--- src/wdc_pkg.sv ---
package wdc_pkg;
  // ---------------------------------------------------------------
  // timing
  // ---------------------------------------------------------------
  localparam int CLK_MHZ = 100;
  localparam int WAKE_US = 100;
  localparam int WAKE_CYC = WAKE_US * CLK_MHZ;
  localparam int REF_MS = 16;
  localparam int REF_ROWS = 1024;
  // window per row, rounded down so all rows fit in the period
  localparam int REF_INT_CYC = (REF_MS * 1000 * CLK_MHZ) / REF_ROWS;
  localparam int WAKE_REFS = 8;
  // strobe phase lengths in cycles (10 ns each)
  localparam int T_RP = 6;
  localparam int T_RAS = 8;
  localparam int T_CAS = 2;
  localparam int T_CSR = 1;
  localparam int T_OFF = 2;
  localparam int T_OEH = 2;
  localparam int T_RCD = 2;
  localparam int ADDR_W = 10;
  localparam int DATA_W = 16;
  localparam int BYTE_W = 8;
  localparam int CNT_W = 20;
  typedef enum logic [1:0] {
    WDC_OP_READ, WDC_OP_EARLY_WR, WDC_OP_RMW
  } wdc_op_t;
endpackage : wdc_pkg

--- src/wdc_ctrl.sv ---
`timescale 1ns/1ns
module wdc_ctrl #(
  parameter int WAKE_CYCLES = wdc_pkg::WAKE_CYC,
  parameter int REF_INTERVAL = wdc_pkg::REF_INT_CYC
) (
  input wire logic clk,
  input wire logic nrst,
  input wire logic req_valid,
  output logic req_ready,
  input wire wdc_pkg::wdc_op_t req_op,
  input wire logic [2*wdc_pkg::ADDR_W-1:0] req_addr,
  input wire logic [1:0] req_bytes,
  input wire logic req_masked,
  input wire logic [wdc_pkg::DATA_W-1:0] req_mask,
  input wire logic [wdc_pkg::DATA_W-1:0] req_wdata,
  output logic rsp_valid,
  output logic [wdc_pkg::DATA_W-1:0] rsp_rdata,
  output logic mem_ready,
  output logic ras_n,
  output logic cas_n,
  output logic lower_byte_write_strobe_n,
  output logic upper_byte_write_strobe_n,
  output logic oe_n,
  output logic [wdc_pkg::ADDR_W-1:0] addr,
  output logic [wdc_pkg::DATA_W-1:0] dq_out,
  output logic dq_oe,
  input wire logic [wdc_pkg::DATA_W-1:0] dq_in
);
  import wdc_pkg::*;

  typedef enum logic [3:0] {
    ST_WAKE, ST_IDLE, ST_PRE, ST_REF_CAS, ST_REF_RAS, ST_ROW, ST_COL,
    ST_LATE_WR, ST_DONE, ST_HIDE
  } wdc_state_t;

  // ---------------------------------------------------------------
  // input synchroniser for the data pins
  // ---------------------------------------------------------------
  logic [DATA_W-1:0] dq_s1_r, dq_s2_r;
  always_ff @(posedge clk) begin
    if (!nrst) begin
      dq_s1_r <= '0;
      dq_s2_r <= '0;
    end else begin
      dq_s1_r <= dq_in;
      dq_s2_r <= dq_s1_r;
    end
  end

  // ---------------------------------------------------------------
  // sequencer
  // ---------------------------------------------------------------
  wdc_state_t st_r, st_nxt;
  logic [CNT_W-1:0] tmr_r, tmr_nxt;
  logic [CNT_W-1:0] ref_r, ref_nxt;
  logic [3:0] wake_r, wake_nxt;
  logic ref_due_r, ref_due_nxt;
  logic awake_r, awake_nxt;
  logic go_r, go_nxt;
  wdc_op_t op_r, op_nxt;
  logic [2*ADDR_W-1:0] a_r, a_nxt;
  logic [1:0] be_r, be_nxt;
  logic msk_r, msk_nxt;
  logic [DATA_W-1:0] mask_r, mask_nxt, wd_r, wd_nxt;
  logic ras_r, ras_nxt, cas_r, cas_nxt, wel_r, wel_nxt, weh_r, weh_nxt;
  logic oe_r, oe_nxt, dqoe_r, dqoe_nxt, rdy_r, rdy_nxt, rv_r, rv_nxt;
  logic [ADDR_W-1:0] ad_r, ad_nxt;
  logic [DATA_W-1:0] dq_r, dq_nxt, rd_r, rd_nxt;

  function automatic logic [CNT_W-1:0] cyc(input int n);
    cyc = CNT_W'(n);
  endfunction : cyc

  always_comb begin
    st_nxt = st_r;
    tmr_nxt = (tmr_r != '0) ? tmr_r - 1'b1 : tmr_r;
    ref_nxt = (ref_r != '0) ? ref_r - 1'b1 : ref_r;
    ref_due_nxt = ref_due_r | (ref_r == '0);
    wake_nxt = wake_r;
    awake_nxt = awake_r;
    go_nxt = go_r;
    op_nxt = op_r;
    a_nxt = a_r;
    be_nxt = be_r;
    msk_nxt = msk_r;
    mask_nxt = mask_r;
    wd_nxt = wd_r;
    ras_nxt = ras_r;
    cas_nxt = cas_r;
    wel_nxt = wel_r;
    weh_nxt = weh_r;
    oe_nxt = oe_r;
    dqoe_nxt = dqoe_r;
    ad_nxt = ad_r;
    dq_nxt = dq_r;
    rd_nxt = rd_r;
    rv_nxt = 1'b0;
    rdy_nxt = 1'b0;
    if (ref_r == '0) begin
      ref_nxt = cyc(REF_INTERVAL - 1);
      // a window passed unserved: refresh overdue, wake again
      if (ref_due_r) begin
        awake_nxt = 1'b0;
        wake_nxt = 4'(WAKE_REFS);
      end
    end
    unique case (st_r)
      ST_WAKE: begin
        if (tmr_r == '0) begin
          st_nxt = ST_PRE;
          tmr_nxt = cyc(T_RP);
        end
      end
      ST_IDLE: begin
        rdy_nxt = awake_r && !ref_due_nxt && wake_r == '0;
        if (wake_r != '0 || ref_due_r) begin
          st_nxt = ST_PRE;
          tmr_nxt = cyc(T_RP);
        end else if (req_valid && rdy_r) begin
          rdy_nxt = 1'b0;
          op_nxt = req_op;
          a_nxt = req_addr;
          be_nxt = req_bytes;
          msk_nxt = req_masked;
          mask_nxt = req_mask;
          go_nxt = 1'b1;
          wd_nxt = req_wdata;
          st_nxt = ST_PRE;
          tmr_nxt = cyc(T_RP);
        end
      end
      ST_PRE: begin
        // all strobes high: a fresh cycle never inherits old output
        ras_nxt = 1'b1;
        cas_nxt = 1'b1;
        wel_nxt = 1'b1;
        weh_nxt = 1'b1;
        oe_nxt = 1'b1;
        dqoe_nxt = 1'b0;
        if (tmr_r == '0) begin
          // a taken request owns this precharge; a due refresh waits
          if (!go_r) begin
            cas_nxt = 1'b0;
            st_nxt = ST_REF_CAS;
            tmr_nxt = cyc(T_CSR);
          end else begin
            ad_nxt = a_r[2*ADDR_W-1:ADDR_W];
            ras_nxt = 1'b0;
            // masked write selection sampled at row fall
            if (op_r != WDC_OP_READ && msk_r) begin
              wel_nxt = ~be_r[0];
              weh_nxt = ~be_r[1];
              dq_nxt = mask_r;
              dqoe_nxt = 1'b1;
            end
            st_nxt = ST_ROW;
            tmr_nxt = cyc(T_RCD);
          end
        end
      end
      ST_REF_CAS: begin
        if (tmr_r == '0) begin
          ras_nxt = 1'b0;
          st_nxt = ST_REF_RAS;
          tmr_nxt = cyc(T_RAS);
        end
      end
      ST_REF_RAS: begin
        if (tmr_r == '0) begin
          ras_nxt = 1'b1;
          cas_nxt = 1'b1;
          wel_nxt = 1'b1;
          weh_nxt = 1'b1;
          // a window ending in this cycle keeps its request
          ref_due_nxt = (ref_r == '0);
          if (wake_r != '0) begin
            wake_nxt = wake_r - 1'b1;
            if (wake_r == 4'h1) begin
              awake_nxt = 1'b1;
            end
          end
          st_nxt = ST_IDLE;
        end
      end
      ST_ROW: begin
        wel_nxt = 1'b1;
        weh_nxt = 1'b1;
        dqoe_nxt = 1'b0;
        if (tmr_r == '0) begin
          ad_nxt = a_r[ADDR_W-1:0];
          cas_nxt = 1'b0;
          if (op_r == WDC_OP_EARLY_WR) begin
            wel_nxt = ~be_r[0];
            weh_nxt = ~be_r[1];
            dq_nxt = wd_r;
            dqoe_nxt = 1'b1;
          end else begin
            oe_nxt = 1'b0;
          end
          st_nxt = ST_COL;
          tmr_nxt = cyc(T_CAS + T_RCD);
        end
      end
      ST_COL: begin
        if (tmr_r == '0) begin
          if (op_r == WDC_OP_EARLY_WR) begin
            st_nxt = ST_DONE;
            tmr_nxt = cyc(T_CAS);
          end else begin
            rd_nxt = dq_s2_r;
            oe_nxt = 1'b1;
            if (op_r == WDC_OP_RMW) begin
              st_nxt = ST_LATE_WR;
              tmr_nxt = cyc(T_OFF);
            end else begin
              rv_nxt = 1'b1;
              st_nxt = ST_DONE;
              tmr_nxt = cyc(T_CAS);
            end
          end
        end
      end
      ST_LATE_WR: begin
        if (tmr_r == '0 && !dqoe_r) begin
          // outputs are open now; only then drive write data
          dq_nxt = wd_r;
          dqoe_nxt = 1'b1;
          wel_nxt = ~be_r[0];
          weh_nxt = ~be_r[1];
          rv_nxt = 1'b1;
          st_nxt = ST_DONE;
          tmr_nxt = cyc(T_OEH);
        end
      end
      ST_DONE: begin
        if (tmr_r == '0) begin
          ras_nxt = 1'b1;
          dqoe_nxt = 1'b0;
          go_nxt = 1'b0;
          if (op_r == WDC_OP_EARLY_WR && ref_due_r) begin
            // hidden refresh: column and write stay low, enable high
            oe_nxt = 1'b1;
            st_nxt = ST_HIDE;
            tmr_nxt = cyc(T_RP);
          end else begin
            // column rises with the row strobe; enable stays high so outputs stay open
            cas_nxt = 1'b1;
            wel_nxt = 1'b1;
            weh_nxt = 1'b1;
            st_nxt = ST_IDLE;
          end
        end
      end
      ST_HIDE: begin
        if (tmr_r == '0) begin
          ras_nxt = 1'b0;
          st_nxt = ST_REF_RAS;
          tmr_nxt = cyc(T_RAS);
        end
      end
      default: st_nxt = ST_IDLE;
    endcase
  end

  always_ff @(posedge clk) begin
    if (!nrst) begin
      st_r <= ST_WAKE;
      tmr_r <= '0;
      ref_r <= '0;
      ref_due_r <= 1'b0;
      wake_r <= 4'(WAKE_REFS);
      awake_r <= 1'b0;
      go_r <= 1'b0;
      op_r <= WDC_OP_READ;
      a_r <= '0;
      be_r <= '0;
      msk_r <= 1'b0;
      mask_r <= '0;
      wd_r <= '0;
      ras_r <= 1'b1;
      cas_r <= 1'b1;
      wel_r <= 1'b1;
      weh_r <= 1'b1;
      oe_r <= 1'b1;
      dqoe_r <= 1'b0;
      ad_r <= '0;
      dq_r <= '0;
      rd_r <= '0;
      rv_r <= 1'b0;
      rdy_r <= 1'b0;
    end else begin
      st_r <= st_nxt;
      tmr_r <= (st_r == ST_WAKE && !awake_r && tmr_r == '0 &&
                wake_r == 4'(WAKE_REFS) && ref_r == '0) ?
               cyc(WAKE_CYCLES) : tmr_nxt;
      ref_r <= ref_nxt;
      ref_due_r <= ref_due_nxt;
      wake_r <= wake_nxt;
      awake_r <= awake_nxt;
      go_r <= go_nxt;
      op_r <= op_nxt;
      a_r <= a_nxt;
      be_r <= be_nxt;
      msk_r <= msk_nxt;
      mask_r <= mask_nxt;
      wd_r <= wd_nxt;
      ras_r <= ras_nxt;
      cas_r <= cas_nxt;
      wel_r <= wel_nxt;
      weh_r <= weh_nxt;
      oe_r <= oe_nxt;
      dqoe_r <= dqoe_nxt;
      ad_r <= ad_nxt;
      dq_r <= dq_nxt;
      rd_r <= rd_nxt;
      rv_r <= rv_nxt;
      rdy_r <= rdy_nxt;
    end
  end

  assign req_ready = rdy_r;
  assign rsp_valid = rv_r;
  assign rsp_rdata = rd_r;
  assign mem_ready = awake_r;
  assign ras_n = ras_r;
  assign cas_n = cas_r;
  assign lower_byte_write_strobe_n = wel_r;
  assign upper_byte_write_strobe_n = weh_r;
  assign oe_n = oe_r;
  assign addr = ad_r;
  assign dq_out = dq_r;
  assign dq_oe = dqoe_r;
endmodule : wdc_ctrl

--- config.mk ---
export PLATFORM = sky130hd
export DESIGN_NAME = wdc_ctrl
export DESIGN_NICKNAME = d
export VERILOG_FILES = /design/src/wdc_pkg.sv /design/src/wdc_ctrl.sv
export SDC_FILE = /design/constraint.sdc
export NUM_CORES = 1
export LEC_CHECK = 0
export ABC_AREA = 1
export BUFFER_PORTS_ARGS = -buffer_cell sky130_fd_sc_hd__buf_2
export CORE_ASPECT_RATIO = 0.6
export CORE_MARGIN = 3
export CORE_UTILIZATION = 59
export CTS_BUF_LIST = sky130_fd_sc_hd__clkbuf_4 sky130_fd_sc_hd__clkbuf_8
export DETAILED_ROUTE_END_ITERATION = 10
export GPL_ROUTABILITY_DRIVEN = 0
export GPL_TIMING_DRIVEN = 0
export PLACE_DENSITY = 0.79
export SLEW_MARGIN = 20
export SYNTH_ARGS = -nofsm -noshare
export SYNTH_HDL_FRONTEND = slang
export SYNTH_SLANG_ARGS = --single-unit
--- constraint.sdc ---
create_clock -name clk -period 2.5 [get_ports clk]
set_input_delay 0 -clock clk [delete_from_list [all_inputs] [get_ports clk]]
set_output_delay 0 -clock clk [all_outputs]
set_load 0.02 [all_outputs]
# Word level (Yosys, flattened, before mapping)
# Index checks and enable logic that the tools add are counted.
[totals]
register_bits = 190
[classes]
addsub = 3
reduce_logical = 47
eq_ne = 32
muxes = 103
n_bitwise = 6
[op_table]
columns = ["cell", "n"]
rows = [
  ["$mux 20", 11],
  ["$pmux 20 s8", 1],
  ["$mux 16", 6],
  ["$mux 4", 18],
  ["$mux 1", 48],
  ["$pmux 16 s3", 1],
  ["$logic_not 20->1", 2],
  ["$reduce_bool 20->1", 2],
  ["$sub 20x1->20 const B", 2],
  ["$pmux 4 s9", 1],
  ["$ne 2x2->1 const B", 16],
  ["$mux 10", 3],
  ["$mux 11", 2],
  ["$pmux 10 s2", 1],
  ["$eq 4x3->1 const B", 4],
  ["$reduce_bool 4->1", 4],
  ["$mux 14", 1],
  ["$reduce_and 7->1", 2],
  ["$eq 4x4->1 const B", 3],
  ["$pmux 1 s4", 3],
  ["$reduce_and 3->1", 4],
  ["$logic_and 1x1->1", 10],
  ["$pmux 1 s5", 2],
  ["$reduce_and 5->1", 2],
  ["23 further kinds", 42],
]

# Logic depth before layout (Yosys ltp)
[depth]
ltp_word = 7
ltp_mapped = 14
ltp_nobuf = 13

# Worst setup path after synthesis
# Ideal clock, no wire load.
[synth_path]
kind = "register to register"
from = "register tmr_r[0]"
to = "register tmr_r[0]"
arrival_ns = 1.657
synth_period_minus_slack_ns = 1.766
slack_ns = 0.734
required_time_ns = 2.391
setup_time_ns = 0.109
path_stages_with_launch = 15
path_cell_list = "dfxtp_1 -> inv_1 -> ha_1 -> nand3_1 -> nor2_1 -> nand3_2 -> buf_6 -> ha_1 -> inv_1 -> nand2_1 -> nand4_1 -> nand2_1 -> nand3_1 -> nand2_1 -> inv_1"
[synth_via]
elab_chain_len = 5
elab_cells_between_ends = 20
[synth_lines]
columns = ["element", "line_no", "source"]
rows = [
  ["from (decl)", "wdc_ctrl.sv:54", "logic [CNT_W-1:0] tmr_r, tmr_nxt;"],
  ["from (signal assigned)", "wdc_ctrl.sv:293", "tmr_r <= (st_r == ST_WAKE && !awake_r && tmr_r == '0 &&"],
  ["$sub 20x1->20 (tied with other cells)", "wdc_ctrl.sv:76", "tmr_nxt = (tmr_r != '0) ? tmr_r - 1'b1 : tmr_r;"],
  ["$mux 20 / $logic_and 1x1->1 (equally long branches)", "wdc_ctrl.sv:76, wdc_ctrl.sv:293", ""],
  ["$mux 20 (tied with other cells)", "wdc_ctrl.sv:240", "if (op_r == WDC_OP_EARLY_WR && ref_due_r) begin"],
  ["$mux 20 (tied with other cells)", "wdc_ctrl.sv:236", "if (tmr_r == '0) begin"],
  ["$pmux 20 s8 / $reduce_or 2->1 (equally long branches)", "n/a", ""],
]
# Parallel ways exist; a longest one is shown, timed or not.
# A chain may end at the register's enable or synchronous reset.

# Worst setup path after layout
[layout_path]
from = "register wake_r[0]"
to = "register mask_r[15]"
[layout_via]
elab_chain_len = 4
[layout_lines]
columns = ["element", "line_no", "source"]
rows = [
  ["from (decl)", "wdc_ctrl.sv:56", "logic [3:0] wake_r, wake_nxt;"],
  ["from (signal assigned)", "wdc_ctrl.sv:271", "wake_r <= 4'(WAKE_REFS);"],
  ["from (signal assigned)", "wdc_ctrl.sv:298", "wake_r <= wake_nxt;"],
  ["$reduce_bool 4->1", "wdc_ctrl.sv:116", "if (wake_r != '0 || ref_due_r) begin"],
  ["$logic_or 1x1->1", "wdc_ctrl.sv:116", ""],
  ["$not 1->1 (no line)", "n/a", ""],
  ["$reduce_and 3->1 (no line)", "n/a", ""],
  ["to (signal assigned)", "wdc_ctrl.sv:305", "mask_r <= mask_nxt;"],
  ["to (decl)", "wdc_ctrl.sv:64", "logic [DATA_W-1:0] mask_r, mask_nxt, wd_r, wd_nxt;"],
]
# Every way passes these cells.

==> run summary <==
Global-route wire length before repair = 38.1 mm
Status = complete, no violations
IO buf count = 125
Post-CTS setup buffer count = 0
Vias in the first global route = 7477
Post-DP HPWL = 16.1 mm
Ys Warns = 0
Initial Utilization = 0.621
Top cells by area, synth = dfxtp_1, nor2_1, nand2_1
Synth area leader = dfxtp_1
Final Cell Area = 0.0103 mm²
WHS = 57.9 ps
Worst path slowest cell = dfxtp_1
Die Y = 97.5 µm
Sw Share = 0.441
Fin crit period = 2210 ps
RSZ-0062 raised after global routing = no
F_max = 453 MHz
Layout cells sized above 1 = 0.161
Max_slew headroom = 0.600
Syn Std Cell Area = 0.00823 mm²
Cells after Synth = 1147
Root Driver = clkbuf_8
Leakage power = 0.00485 µW
Register bit count reported by yosys = 190
Critical path fanouts, max = 10
Crit Path Category = register to register
Worst-Margin Slew = 593 ps
Most common flop cell mapped by yosys = dfxtp_1
Starting DRC count in detailed routing = 931
Initial DRT Pass Iterations = 6
Initial antenna violation count = 2
Clock transition at path regs = 120 ps
Final setup viols = 0
Top Ports = 127
Post-synthesis sequential area ratio = 0.462
CP delay by family, top = simple AND/OR/NAND/NOR gates
Critical path's largest stage delay = 340 ps
CP required = 2860 ps
Max-slew violation count = 0
Cells after DPL = 1459
H-Tree Depth = 4
Clock sink count = 190
Buffer and inverter count on the worst path = 3
Distinct cells, synth = 41
Post-route insts no fill = 1567
Placement Cell Area = 0.00909 mm²
P_int = 5920 µW
Seq pwr share = 0.363
CTS tree = done
Gr ovfl total = 0
Detail Route Antenna Nets = 0
Setup crit end kind = register
Syn Nets = 1232
Synth top area share = 0.462
Residual DRC = 0
Setup_tns = 0 ps
Combinational Power Share = 0.435
Post-synth EDFFs = 0
Pwr per Cell Area = 1030 mW/mm²
Startpoint types = register
Die area = 0.0155 mm²
WL per Instance = 15.5 µm
Max Cap Viol = 0
Async SR Flop Fraction = 0
Mean Syn Cell Area = 7.18 µm²
Area of the core = 0.0133 mm²
Critical-path cell list = inv_1 > ha_1 > nand2_1 > nor2_1 > nand2_1 > buf_4 > clkbuf_1 > o21ai_0 > nor2_1
Clock power share = 0.202
Worst-Skew Late Latency = 480 ps
Nets = 1450
Overall Power = 10600 µW
Area Growth Syn to Fin = 24.8%
All-Layer GR Usage = 0.311
Post-CTS Resized = 0
Worst Clk Skew = 21.6 ps
Hold crit path type = primary input to register
Clock buffer depth = 2
Vias = 8315
Die width = 159 µm
Largest net degree at the start of global routing = 23
Fin crit share = 0.883
Cts hold-fix bufs = 74
Final hold vios = 0
Critical path data arrival time = 2560 ps
Max VDD drop = 0.586 mV
Num rows = 32
NetSw = 4660 µW
DR vias/cell = 5.31
CTS Buf Count = 17
Total wire length = 24.2 mm
## power by group through the flow
stage                     Sequential (µW)  Clock [µW]  Combinational [µW]
after floorplan                      3990           0                3220
after global placement               3880           0                4310
after detailed placement             3890           0                4370
after CTS                            3830        2150                4500
after global routing                 3900        2290                5110
final                                3840        2140                4600
## cells in the mapped netlist, types with 8 or more instances
cell	instances
a21oi_1	65
a31oi_1	12
buf_2	10
clkbuf_1	25
dfxtp_1	190
ha_1	9
inv_1	133
inv_2	10
nand2_1	199
nand2_2	8
nand3_1	36
nand4_1	9
nor2_1	223
o21ai_0	118
o21ai_1	15
xor2_1	19
## worst register-to-register path, stage by stage, from the launching register on
cell and delay [ps]:
dfxtp_1 340, inv_1 110, ha_1 240, nand2_1 110, nor2_1 230, nand2_1 230, buf_4 240, clkbuf_1 240
o21ai_0 270, nor2_1 80
## per-stage QoR
stage,utilization,setup WS [ps]
floorplan,-,734
global placement,0.686,453
detailed placement,0.686,425
CTS,0.775,360
global route,0.775,183
finish,0.775,294
## cells in the final DEF, fill, tap and decap left out, drive strengths merged, types with 42 or more instances in the layout
| cell type | synthesis | routed |
|---|---|---|
| nor2 | 233 | 233 |
| nand3 | 42 | 42 |
| o21ai | 134 | 134 |
| clkbuf | 25 | 42 |
| buf | 20 | 145 |
| dfxtp | 190 | 190 |
| a21oi | 67 | 67 |
| dlygate4sd3 | 0 | 74 |
| inv | 143 | 152 |
| nand2 | 208 | 208 |
## logic make-up (layout without fill, tap and decap cells)
family	Yosys count	after routing	synth area share
simple gates	511	511	0.264
other cells	0	2	0
compound gates	221	221	0.140
fa+ha+maj	9	9	0.0137
flops	190	190	0.462
xor+xnor	25	25	0.0266
buf+inv	191	422	0.0938
## layer usage
layer  vias to the layer above  global-route usage  wire length, µm
met2                       511               0.427             9680
li1                       4054                   -                -
met4                         0              0.0991              698
met3                        81              0.0970             2850
met5                         -                   0                0
met1                      3669               0.461            11000
## state kept, by name (all words and copies together), names as in the netlist, 2 cells and up
signal	flops
mask_r	16
ref_r	20
tmr_r	20
a_r	20
dq_s1_r	16
op_r	2
wd_r	16
addr	10
st_r	4
wake_r	4
dq_s2_r	16
be_r	2
rsp_rdata	16
dq_out	16
## worst paths after layout
| kind | slack, ps | startpoint | depth (start not counted) | end |
|---|---|---|---|---|
| max | 290 | wake_r[0]$_SDFF_PN0_ | 9 | mask_r[15]$_SDFFE_PN0P_ |
| min | 60 | nrst | 3 | tmr_r[3]$_SDFF_PP0_ |
| max reg2reg | 290 | wake_r[0]$_SDFF_PN0_ | 9 | mask_r[15]$_SDFFE_PN0P_ |
| min reg2reg | 420 | dq_s1_r[10]$_SDFF_PN0_ | 2 | dq_s2_r[10]$_SDFF_PN0_ |
## area by class of cell
class	instances	area, µm²
fillers	1006	2980
diodes	2	5.00
well taps	187	234
clock inverters	15	199
inverters	146	549
repair buffers	199	1370
clock buffers	17	234
multi-input cells	766	3660
flip-flops and latches	190	3800
plain buffers	45	223
Power figures use the tool's default switching activity.
